### src/bla_pkg.sv
// package: constants, carrier structs and state types of the boot load addressing block
`default_nettype none
package bla_pkg;

  // register map, byte addresses on the register bus
  localparam int AXI_AW = 8;
  localparam logic [7:0] CTRL_OFFSET = 8'h00;
  localparam logic [7:0] STAT_OFFSET = 8'h04;

  // boot_load_control field positions
  localparam int CHAIN_BIT = 31;
  localparam int WIDTH_BIT = 30;
  localparam int INC_BIT = 29;
  localparam int UNLK_BIT = 28;
  localparam int DEV_LSB = 16;
  localparam int DEV_W = 7;
  localparam int STRAP_W = 2;
  localparam int MODE_LSB = 13;
  localparam int MODE_W = 3;
  localparam int PSTART_LSB = 0;
  localparam int PSTART_W = 13;
  localparam int OFF_W = 16;

  // status register field positions
  localparam int STAT_ACTIVE_BIT = 31;
  localparam int STAT_BUSY_BIT = 30;

  // reset values: inc on, one-byte offsets, mode 000, device address 7'h50 (plain default)
  localparam logic [31:0] CTRL_RESET = 32'h2050_0000;
  localparam logic [31:0] CTRL_WMASK = 32'hF07F_FFFF;
  localparam logic [2:0] MODE_NONE = 3'h7;
  localparam logic [1:0] STRAP_FILL = 2'h3;
  localparam logic [1:0] RESP_OKAY = 2'h0;
  localparam logic [1:0] RESP_SLVERR = 2'h2;

  typedef enum logic [2:0] {
    SEQ_IDLE,
    SEQ_DEV_WR,
    SEQ_OFF_HI,
    SEQ_OFF_LO,
    SEQ_DEV_RD
  } bla_seq_state_t;

  // what the address phases need: working device address, offset and its width
  typedef struct packed {
    logic [DEV_W-1:0] dev;
    logic [OFF_W-1:0] off;
    logic two_byte;
  } bla_addr_req_t;

  // one byte of the address phase stream
  typedef struct packed {
    logic valid;
    logic [7:0] data;
    logic restart;
    logic last;
  } bla_addr_byte_t;

  typedef struct packed {
    bla_seq_state_t st;
    logic pend;
    bla_addr_req_t req;
    bla_addr_byte_t out;
  } bla_seq_st_t;

  typedef struct packed {
    logic [31:0] ctrl;
    logic [STRAP_W-1:0] strap_s1;
    logic [STRAP_W-1:0] strap_s2;
    logic [STRAP_W-1:0] strap_s3;
    logic [1:0] strap_cnt;
    logic strap_done;
    logic active;
    logic two_byte;
    logic inc;
    logic [DEV_W-1:0] dev;
    logic [OFF_W-1:0] off;
    logic readdr;
    logic awrdy;
    logic aw_hold;
    logic [AXI_AW-1:0] aw_addr;
    logic wrdy;
    logic w_hold;
    logic [31:0] w_data;
    logic [3:0] w_strb;
    logic bvalid;
    logic [1:0] bresp;
    logic arrdy;
    logic rvalid;
    logic [31:0] rdata;
    logic [1:0] rresp;
  } bla_main_st_t;

  localparam bla_seq_st_t SEQ_RESET = '{st: SEQ_IDLE, pend: 1'b0, req: '0, out: '0};

  localparam bla_main_st_t MAIN_RESET = '{
    ctrl: CTRL_RESET, strap_s1: '0, strap_s2: '0, strap_s3: '0, strap_cnt: '0,
    strap_done: 1'b0, active: 1'b0, two_byte: 1'b0, inc: 1'b0, dev: '0, off: '0,
    readdr: 1'b0, awrdy: 1'b1, aw_hold: 1'b0, aw_addr: '0, wrdy: 1'b1, w_hold: 1'b0,
    w_data: '0, w_strb: '0, bvalid: 1'b0, bresp: '0, arrdy: 1'b1, rvalid: 1'b0,
    rdata: '0, rresp: '0};

  // low offset bits that must be zero right after a boundary is crossed
  function automatic logic [10:0] boundary_mask(input logic [2:0] sel);
    logic [10:0] m;
    m = 11'h7FF;
    case (sel)
      3'h0: m = 11'h007;
      3'h1: m = 11'h01F;
      3'h2: m = 11'h03F;
      3'h3: m = 11'h07F;
      3'h4: m = 11'h0FF;
      3'h5: m = 11'h1FF;
      3'h6: m = 11'h3FF;
      default: m = 11'h7FF;
    endcase
    return m;
  endfunction : boundary_mask

endpackage : bla_pkg

`default_nettype wire

### src/bla_addr_seq.sv
// address phase sequencer: device write byte, offset bytes, then device read byte after a restart
`timescale 1ns/1ns
`default_nettype none

module bla_addr_seq (
  // clock and reset
  input wire logic i_core_clk,
  input wire logic i_rst_n,
  // request from the addressing logic
  input wire logic i_start,
  input wire bla_pkg::bla_addr_req_t i_req,
  // byte stream to the serial engine
  input wire logic i_ready,
  output bla_pkg::bla_addr_byte_t o_byte
);

  bla_pkg::bla_seq_st_t s;
  bla_pkg::bla_seq_st_t n;

  always_comb
  begin
    n = s;
    // a request during a running sequence waits, so valid never drops mid-byte
    if (i_start)
    begin
      n.pend = 1'b1;
    end
    if (s.out.valid && i_ready)
    begin
      unique case (s.st)
        bla_pkg::SEQ_IDLE:
        begin
          n.st = bla_pkg::SEQ_IDLE;
        end
        bla_pkg::SEQ_DEV_WR:
        begin
          n.st = s.req.two_byte ? bla_pkg::SEQ_OFF_HI : bla_pkg::SEQ_OFF_LO;
          n.out.data = s.req.two_byte ? s.req.off[15:8] : s.req.off[7:0];
          n.out.restart = 1'b0;
          n.out.last = 1'b0;
        end
        bla_pkg::SEQ_OFF_HI:
        begin
          n.st = bla_pkg::SEQ_OFF_LO;
          n.out.data = s.req.off[7:0];
        end
        bla_pkg::SEQ_OFF_LO:
        begin
          n.st = bla_pkg::SEQ_DEV_RD;
          n.out.data = {s.req.dev, 1'b1};
          n.out.restart = 1'b1;
          n.out.last = 1'b1;
        end
        bla_pkg::SEQ_DEV_RD:
        begin
          n.st = bla_pkg::SEQ_IDLE;
          n.out = '0;
        end
      endcase
    end
    if (n.st == bla_pkg::SEQ_IDLE && n.pend)
    begin
      n.pend = 1'b0;
      n.req = i_req;
      n.st = bla_pkg::SEQ_DEV_WR;
      n.out.valid = 1'b1;
      n.out.data = {i_req.dev, 1'b0};
      n.out.restart = 1'b1;
      n.out.last = 1'b0;
    end
  end

  always_ff @(posedge i_core_clk or negedge i_rst_n)
  begin
    if (!i_rst_n)
    begin
      s <= bla_pkg::SEQ_RESET;
    end
    else
    begin
      s <= n;
    end
  end

  assign o_byte = s.out;

endmodule : bla_addr_seq

`default_nettype wire

### src/bla_boot_addr.sv
// boot load addressing: control register, strap latch, working device address and offset
//
// Contract
// - boot_device_addr field is the EEPROM device address
// - strap pins fill address bits 1:0 at power-up
// - strap bits change only with latch_bits_unlock written 1
// - working address copied at start or chain
// - boundary field selects 8..1024 bytes or none
// - finite boundary re-addresses only on crossing
// - no boundary still re-addresses on increment, chain
// - boundary field changes act immediately
// - start offset gives upper bits, low three zero
// - offset is start shifted by 3, then increments
// - new start offset plus chain continues there
// - offset_width_sel picks one or two offset bytes
// - page increment bumps address bits on offset wrap
// - chain needs chain_to_next and zero load count
`timescale 1ns/1ns
`default_nettype none

module bla_boot_addr (
  // clock and reset
  input wire logic i_core_clk,
  input wire logic i_rst_n,
  // register bus, AXI4-Lite write
  input wire logic i_awvalid,
  output logic o_awready,
  input wire logic [bla_pkg::AXI_AW-1:0] i_awaddr,
  input wire logic i_wvalid,
  output logic o_wready,
  input wire logic [31:0] i_wdata,
  input wire logic [3:0] i_wstrb,
  output logic o_bvalid,
  input wire logic i_bready,
  output logic [1:0] o_bresp,
  // register bus, AXI4-Lite read
  input wire logic i_arvalid,
  output logic o_arready,
  input wire logic [bla_pkg::AXI_AW-1:0] i_araddr,
  output logic o_rvalid,
  input wire logic i_rready,
  output logic [31:0] o_rdata,
  output logic [1:0] o_rresp,
  // board straps
  input wire logic [bla_pkg::STRAP_W-1:0] i_strap_select_pins,
  // rest of the loader
  input wire logic i_boot_start,
  input wire logic i_boot_done,
  input wire logic i_load_count_zero,
  input wire logic i_byte_read,
  output logic o_boot_active,
  output logic [bla_pkg::DEV_W-1:0] o_dev_addr,
  output logic [bla_pkg::OFF_W-1:0] o_offset,
  output logic o_offset_two_byte,
  // address phase byte stream to the serial engine
  output logic o_addr_valid,
  input wire logic i_addr_ready,
  output logic [7:0] o_addr_data,
  output logic o_addr_restart,
  output logic o_addr_last
);

  bla_pkg::bla_main_st_t s;
  bla_pkg::bla_main_st_t n;
  bla_pkg::bla_addr_req_t seq_req;
  bla_pkg::bla_addr_byte_t seq_byte;

  // start offset as the internal offset: one byte uses only five programmed bits
  function automatic logic [bla_pkg::OFF_W-1:0] start_offset(input logic [31:0] c);
    logic [bla_pkg::PSTART_W-1:0] p;
    p = c[bla_pkg::PSTART_LSB +: bla_pkg::PSTART_W];
    if (c[bla_pkg::WIDTH_BIT])
    begin
      return {p, 3'h0};
    end
    return {8'h00, p[4:0], 3'h0};
  endfunction : start_offset

  // byte lanes without a strobe keep the stored value; reserved bits never store
  function automatic logic [31:0] merge_write(input logic [31:0] old, input logic [31:0] d, input logic [3:0] be);
    logic [31:0] m;
    m = {{8{be[3]}}, {8{be[2]}}, {8{be[1]}}, {8{be[0]}}};
    return ((d & m) | (old & ~m)) & bla_pkg::CTRL_WMASK;
  endfunction : merge_write

  // status view: load and sequencer state beside the working copies
  function automatic logic [31:0] status_word(input bla_pkg::bla_main_st_t st, input logic busy);
    logic [31:0] w;
    w = '0;
    w[bla_pkg::STAT_ACTIVE_BIT] = st.active;
    w[bla_pkg::STAT_BUSY_BIT] = busy;
    w[bla_pkg::DEV_LSB +: bla_pkg::DEV_W] = st.dev;
    w[bla_pkg::OFF_W-1:0] = st.off;
    return w;
  endfunction : status_word

  // true when the offset about to be used sits on a finite boundary
  function automatic logic boundary_hit(input logic [bla_pkg::MODE_W-1:0] sel, input logic [bla_pkg::OFF_W-1:0] o);
    if (sel == bla_pkg::MODE_NONE)
    begin
      return 1'b0;
    end
    return (o[10:0] & bla_pkg::boundary_mask(sel)) == 11'h000;
  endfunction : boundary_hit

  always_comb
  begin
    logic [31:0] wr_val;
    logic [bla_pkg::OFF_W-1:0] off_next;
    logic [bla_pkg::MODE_W-1:0] mode;
    logic wr_go;
    logic wrap;
    logic chain;
    wr_val = '0;
    off_next = '0;
    mode = '0;
    wr_go = 1'b0;
    wrap = 1'b0;
    chain = 1'b0;
    n = s;
    n.readdr = 1'b0;

    // strap pins come from the board, so three stages before use
    n.strap_s1 = i_strap_select_pins;
    n.strap_s2 = s.strap_s1;
    n.strap_s3 = s.strap_s2;

    // write channels are taken independently and held until both are in
    if (s.awrdy && i_awvalid)
    begin
      n.aw_hold = 1'b1;
      n.aw_addr = i_awaddr;
    end
    if (s.wrdy && i_wvalid)
    begin
      n.w_hold = 1'b1;
      n.w_data = i_wdata;
      n.w_strb = i_wstrb;
    end
    if (s.bvalid && i_bready)
    begin
      n.bvalid = 1'b0;
    end
    // a response still waiting blocks the next write, so one write is under way
    wr_go = s.aw_hold && s.w_hold && !s.bvalid;
    if (wr_go)
    begin
      n.aw_hold = 1'b0;
      n.w_hold = 1'b0;
      n.bvalid = 1'b1;
      n.bresp = bla_pkg::RESP_SLVERR;
      if (s.aw_addr == bla_pkg::CTRL_OFFSET)
      begin
        n.bresp = bla_pkg::RESP_OKAY;
        wr_val = merge_write(s.ctrl, s.w_data, s.w_strb);
        // the strap bits keep their latched value unless this very write unlocks them
        if (!(s.w_strb[3] && s.w_data[bla_pkg::UNLK_BIT]))
        begin
          wr_val[bla_pkg::DEV_LSB +: bla_pkg::STRAP_W] = s.ctrl[bla_pkg::DEV_LSB +: bla_pkg::STRAP_W];
        end
        n.ctrl = wr_val;
        // a chain only counts when the write really lands in the control register
        chain = s.active && wr_val[bla_pkg::CHAIN_BIT] && i_load_count_zero;
      end
    end
    n.awrdy = !n.aw_hold;
    n.wrdy = !n.w_hold;

    // read channel: one read at a time, answered the cycle after it is taken
    if (s.rvalid && i_rready)
    begin
      n.rvalid = 1'b0;
    end
    if (s.arrdy && i_arvalid)
    begin
      n.rvalid = 1'b1;
      n.rresp = bla_pkg::RESP_OKAY;
      if (i_araddr == bla_pkg::CTRL_OFFSET)
      begin
        n.rdata = s.ctrl;
      end
      else if (i_araddr == bla_pkg::STAT_OFFSET)
      begin
        n.rdata = status_word(s, seq_byte.valid);
      end
      else
      begin
        n.rdata = '0;
        n.rresp = bla_pkg::RESP_SLVERR;
      end
    end
    n.arrdy = !n.rvalid;

    // power-up strap latch, once the last two stages agree; wins over a same-cycle write
    if (!s.strap_done)
    begin
      if (s.strap_cnt != bla_pkg::STRAP_FILL)
      begin
        n.strap_cnt = s.strap_cnt + 2'h1;
      end
      else if (s.strap_s2 == s.strap_s3)
      begin
        n.ctrl[bla_pkg::DEV_LSB +: bla_pkg::STRAP_W] = s.strap_s3;
        n.strap_done = 1'b1;
      end
    end

    // offset advance, boundary and page handling while the load runs
    if (i_boot_done)
    begin
      n.active = 1'b0;
    end
    // boundary field is read live each cycle, so a write acts at once
    mode = s.ctrl[bla_pkg::MODE_LSB +: bla_pkg::MODE_W];
    off_next = s.off + 16'h0001;
    if (!s.two_byte)
    begin
      off_next[15:8] = 8'h00;
    end
    wrap = !s.two_byte && (s.off[7:0] == 8'hFF);
    if (s.active && i_byte_read)
    begin
      n.off = off_next;
      if (wrap && s.inc)
      begin
        // only the working copy moves; the register field keeps its value
        n.dev[2:0] = s.dev[2:0] + 3'h1;
        n.readdr = 1'b1;
      end
      else if (boundary_hit(mode, off_next))
      begin
        n.readdr = 1'b1;
      end
    end

    // boot start or chain: address, offset and their modes are copied in one edge
    if (i_boot_start || chain)
    begin
      n.active = 1'b1;
      n.dev = n.ctrl[bla_pkg::DEV_LSB +: bla_pkg::DEV_W];
      n.off = start_offset(n.ctrl);
      n.two_byte = n.ctrl[bla_pkg::WIDTH_BIT];
      n.inc = n.ctrl[bla_pkg::INC_BIT] && !n.ctrl[bla_pkg::WIDTH_BIT];
      n.readdr = 1'b1;
    end
  end

  always_ff @(posedge i_core_clk or negedge i_rst_n)
  begin
    if (!i_rst_n)
    begin
      s <= bla_pkg::MAIN_RESET;
    end
    else
    begin
      s <= n;
    end
  end

  // the sequencer reads the working copies the edge after they were updated
  assign seq_req.dev = s.dev;
  assign seq_req.off = s.off;
  assign seq_req.two_byte = s.two_byte;

  bla_addr_seq u_seq (
    .i_core_clk(i_core_clk),
    .i_rst_n(i_rst_n),
    .i_start(s.readdr),
    .i_req(seq_req),
    .i_ready(i_addr_ready),
    .o_byte(seq_byte)
  );

  // register bus answers
  assign o_awready = s.awrdy;
  assign o_wready = s.wrdy;
  assign o_bvalid = s.bvalid;
  assign o_bresp = s.bresp;
  assign o_arready = s.arrdy;
  assign o_rvalid = s.rvalid;
  assign o_rdata = s.rdata;
  assign o_rresp = s.rresp;

  // working copies for the rest of the loader
  assign o_boot_active = s.active;
  assign o_dev_addr = s.dev;
  assign o_offset = s.off;
  assign o_offset_two_byte = s.two_byte;

  // address phase stream, registered inside the sequencer
  assign o_addr_valid = seq_byte.valid;
  assign o_addr_data = seq_byte.data;
  assign o_addr_restart = seq_byte.restart;
  assign o_addr_last = seq_byte.last;

endmodule : bla_boot_addr

`default_nettype wire

### config.mk
export PLATFORM = sky130hd
export DESIGN_NAME = bla_boot_addr
export DESIGN_NICKNAME = d
export VERILOG_FILES = /design/src/bla_pkg.sv /design/src/bla_addr_seq.sv /design/src/bla_boot_addr.sv
export SDC_FILE = /design/constraint.sdc
export NUM_CORES = 1
export LEC_CHECK = 0
export ABC_AREA = 1
export BUFFER_PORTS_ARGS = -buffer_cell sky130_fd_sc_hd__buf_2
export CAP_MARGIN = 20
export CORE_UTILIZATION = 44
export DETAILED_ROUTE_END_ITERATION = 6
export PLACE_DENSITY = 0.73
export SYNTH_ARGS = -nofsm -noshare
export SYNTH_HDL_FRONTEND = slang
export SYNTH_SLANG_ARGS = --single-unit
export TNS_END_PERCENT = 5
### constraint.sdc
create_clock -name i_core_clk -period 2.9 [get_ports i_core_clk]
set_input_delay 0.145 -clock i_core_clk [delete_from_list [all_inputs] [get_ports i_core_clk]]
set_output_delay 0.145 -clock i_core_clk [all_outputs]
set_load 0.01 [all_outputs]
==> results.yml <==
timing:
  fin_crit_sh: 0.715
  fin_crit_ns: 2.07
  maxSlewViolCount: 0
  setup_tns_ns: 0
  setup_ws_ns: 0.827
  setup_violations: 0
  fin_skew_ns: 0.0130
  hold_violations: 0
  fmax_ghz: 0.482
  holdWs_ns: 0.108
  rsz0062_at_grt: "no"
  slew_headroom: 0.555
  tightest_slew_ns: 0.668
cts:
  cts_num_sinks: 177
  insertion_delay_ns: 0.44
  cts_max_path_buffers: 2
  post_cts_resized: 0
  postCtsHoldBufs: 45
  cts-buffers-inserted: 17
  htreeDepth: 4
  cts_setup_buffers: 0
  tritoncts: "built"
  path_clk_slew_ns: 0.07
  root_buffer: "clkbuf_16"
route:
  drt_iter0_drc: 476
  via_per_inst: 4.98
  wl_mm: 20.9
  first_pass_iters: 5
  vias: 7085
  drc: 0
  ant_nets: 0
  routedWlPerCell_um: 14.7
status:
  status: "finished, final reports clean"
place:
  place_hpwl_mm: 14.6
  gp_congestion: 0.902
  placed_area_um2: 8960
  port_buffers: 130
  dp_slack_ns: 0.848
  place_inst: 1345
final_layout:
  num_antenna_cells: 0
  syn_to_final_growth_pct: 16.8
  design_area_um2: 9990
  nNetsFinal: 1218
  stdcell_count: 1422
  drive_gt1_frac: 0.189
synthesis:
  yosysTopAreaCellShare: 0.500
  yosysTopAreaCell: "dfrtp_1"
  syn_inst: 1039
  synth-main-ff-cell: "dfrtp_1"
  syn-cell-area_um2: 8560
  syn_area_per_cell_um2: 8.23
  synth_edf_count: 0
  yosysMostFrequentCell: "nand2_1"
  synth_common_cells: "nand2_1 (361), dfrtp_1 (171), nor2_1 (76), buf_4 (71), nand3_1 (67)"
  yosysWarnings: 0
  ys_seq_elements: 177
  ys_seq_area_frac: 0.519
  synthDistinctLibCells: 44
  synth.area.top_cells: "dfrtp_1 (50%), nand2_1 (16%), buf_4 (6.2%), nand3_1 (3.9%), a21oi_1 (3.5%)"
  synth-async-reset-ratio: 1.00
worst_setup_path:
  worstSetupStartpointType: "flip-flop"
  cp_data_arrival_time_ns: 2.44
  r2r_start: "s[84]$_DFFE_PN0P_"
  rrSetupSlack_ns: 0.83
  reg2reg_depth: 8
  end_kind: "flip-flop"
  cpMaxStageDelayCell: "dfrtp_1"
  cp_max_fo: 17
  critical_path_class: "reg -> reg"
  cp.required_ns: 3.27
  slowest_delay_ns: 0.38
  regToRegEndpoint: "o_offset[13]$_DFFE_PN0P_"
  cp_cell_sequence: "nor2_1, nand2_1, nor2_2, nand4_2, nand2_2, buf_4, nand3_2, nand3_1"
floorplanning:
  coreArea_um2: 18900
  dieArea_um2: 20000
  rows: 50
  io_pins: 143
  die_x_um: 141
  start_util: 0.453
  die_y_um: 141
hold_path:
  hp-start: "i_awvalid"
  hold_depth: 4
  hold_path_class: "in -> reg"
  min_to: "s[84]$_DFFE_PN0P_"
pwr:
  p_seq_frac: 0.483
  p_per_area_nw_per_um2: 724
  intPower_mw: 4.85
  switchingPower_mw: 2.39
  power_leakage_nw: 5.07
  p_sw_frac: 0.330
  p_comb_frac: 0.203
  ir_worst_vdd_v: 0.000513
  clkPwrFrac: 0.314
grt:
  overflow: 0
  grt_max_degree: 73
  grt_pass1_wl_mm: 34.1
  grt.total_usage: 0.221
  antenna_found_initial: 0
  grt_pass1_vias: 6741
flow_run:
  drv_cap: 0
[through the flow]
step	utilization	power, mW
final	0.529	7.24
after global routing	0.529	7.66
after CTS	0.529	7.27
after detailed placement	0.474	4.94
after global placement	0.474	4.90
after floorplan	-	4.53
[cell families after synthesis]
logic type | count (synthesis) | share of synthesized area
simple gates | 550 | 0.275
mux | 2 | 0.00263
buf+inv | 175 | 0.114
fa+ha+maj | 3 | 0.00439
flops | 177 | 0.519
xor+xnor | 4 | 0.00409
compound gates | 127 | 0.0807
other cells | 1 | 0.000438
[state kept, by name (all words and copies together) (netlist names), named ones only]
signal / flops
o_rvalid: 1
o_arready: 1
o_rdata: 27
s: 71
o_wready: 1
o_offset_two_byte: 1
o_awready: 1
n: 4
u_seq.s: 28
o_offset: 16
u_seq.o_byte: 11
o_boot_active: 1
o_bresp: 1
o_rresp: 1
o_bvalid: 1
o_dev_addr: 7
[layer usage]
layer | GRT usage | wire length [um] | up-vias | share of wire
li1 | - | - | 3459 | -
met1 | 0.308 | 9740 | 3373 | 0.47
met2 | 0.345 | 9510 | 226 | 0.46
met3 | 0.0547 | 1310 | 27 | 0.063
met4 | 0.0583 | 316 | 0 | 0.015
met5 | 0 | 0 | - | 0
[cells in the final DEF (no fill, tap or decap), types with 2 or more instances in the layout]
master,count
nand2_1,361
dfrtp_1,171
buf_2,129
nor2_1,76
nand3_1,67
inv_1,65
a21oi_1,59
o21ai_0,45
dlygate4sd3_1,45
clkbuf_16,17
nand2_2,11
buf_4,10
nand4_1,8
nand3_2,7
o221ai_1,7
conb_1,7
dfstp_2,6
inv_2,5
xor2_1,4
or2_2,4
o21ai_1,4
a31oi_1,4
inv_6,4
nor2_2,3
o211ai_1,3
ha_1,3
clkinvlp_4,3
and2_1,2
nand3_4,2
clkinv_2,2
nand3b_1,2
mux2_2,2
nor3_1,2
clkbuf_8,2
clkbuf_1,2
[worst max path at each step]
stage	start	to	cells past startpoint
3_3_place_gp	s[84]$_DFFE_PN0P_	s[111]$_DFFE_PN0N_	8
2_1_floorplan	o_offset[1]$_DFFE_PN0P_	o_dev_addr[0]$_DFFE_PN0P_	8
5_1_grt	s[84]$_DFFE_PN0P_	o_offset[11]$_DFFE_PN0P_	8
3_5_place_dp	s[84]$_DFFE_PN0P_	o_offset[11]$_DFFE_PN0P_	8
4_1_cts	s[84]$_DFFE_PN0P_	s[111]$_DFFE_PN0N_	8
6_report	s[84]$_DFFE_PN0P_	o_offset[13]$_DFFE_PN0P_	8
[critical path: cells and delay by family, from the launching register on]
family	cells	cell delay [ns]
buffers and inverters	1	0.30
flip-flops	1	0.38
AND/OR/NAND/NOR	7	1.30
[power by group through the flow]
stage / Combinational, mW / Clock [mW] / Sequential [mW]
final: 1.47 / 2.27 / 3.50
after global routing: 1.67 / 2.42 / 3.56
after CTS: 1.47 / 2.31 / 3.48
after detailed placement: 1.42 / 0 / 3.52
after global placement: 1.38 / 0 / 3.52
after floorplan: 1.14 / 0 / 3.39
[final cells by class]
class	instances	area [um^2]
Fill cell	1801	8900
Sequential cell	177	4440
Multi-Input combinational cell	693	3160
Timing Repair Buffer	186	1200
Clock buffer	21	460
Tap cell	260	325
Inverter	74	283
Clock inverter	11	124
No activity file was read; power rests on OpenSTA's default activity.
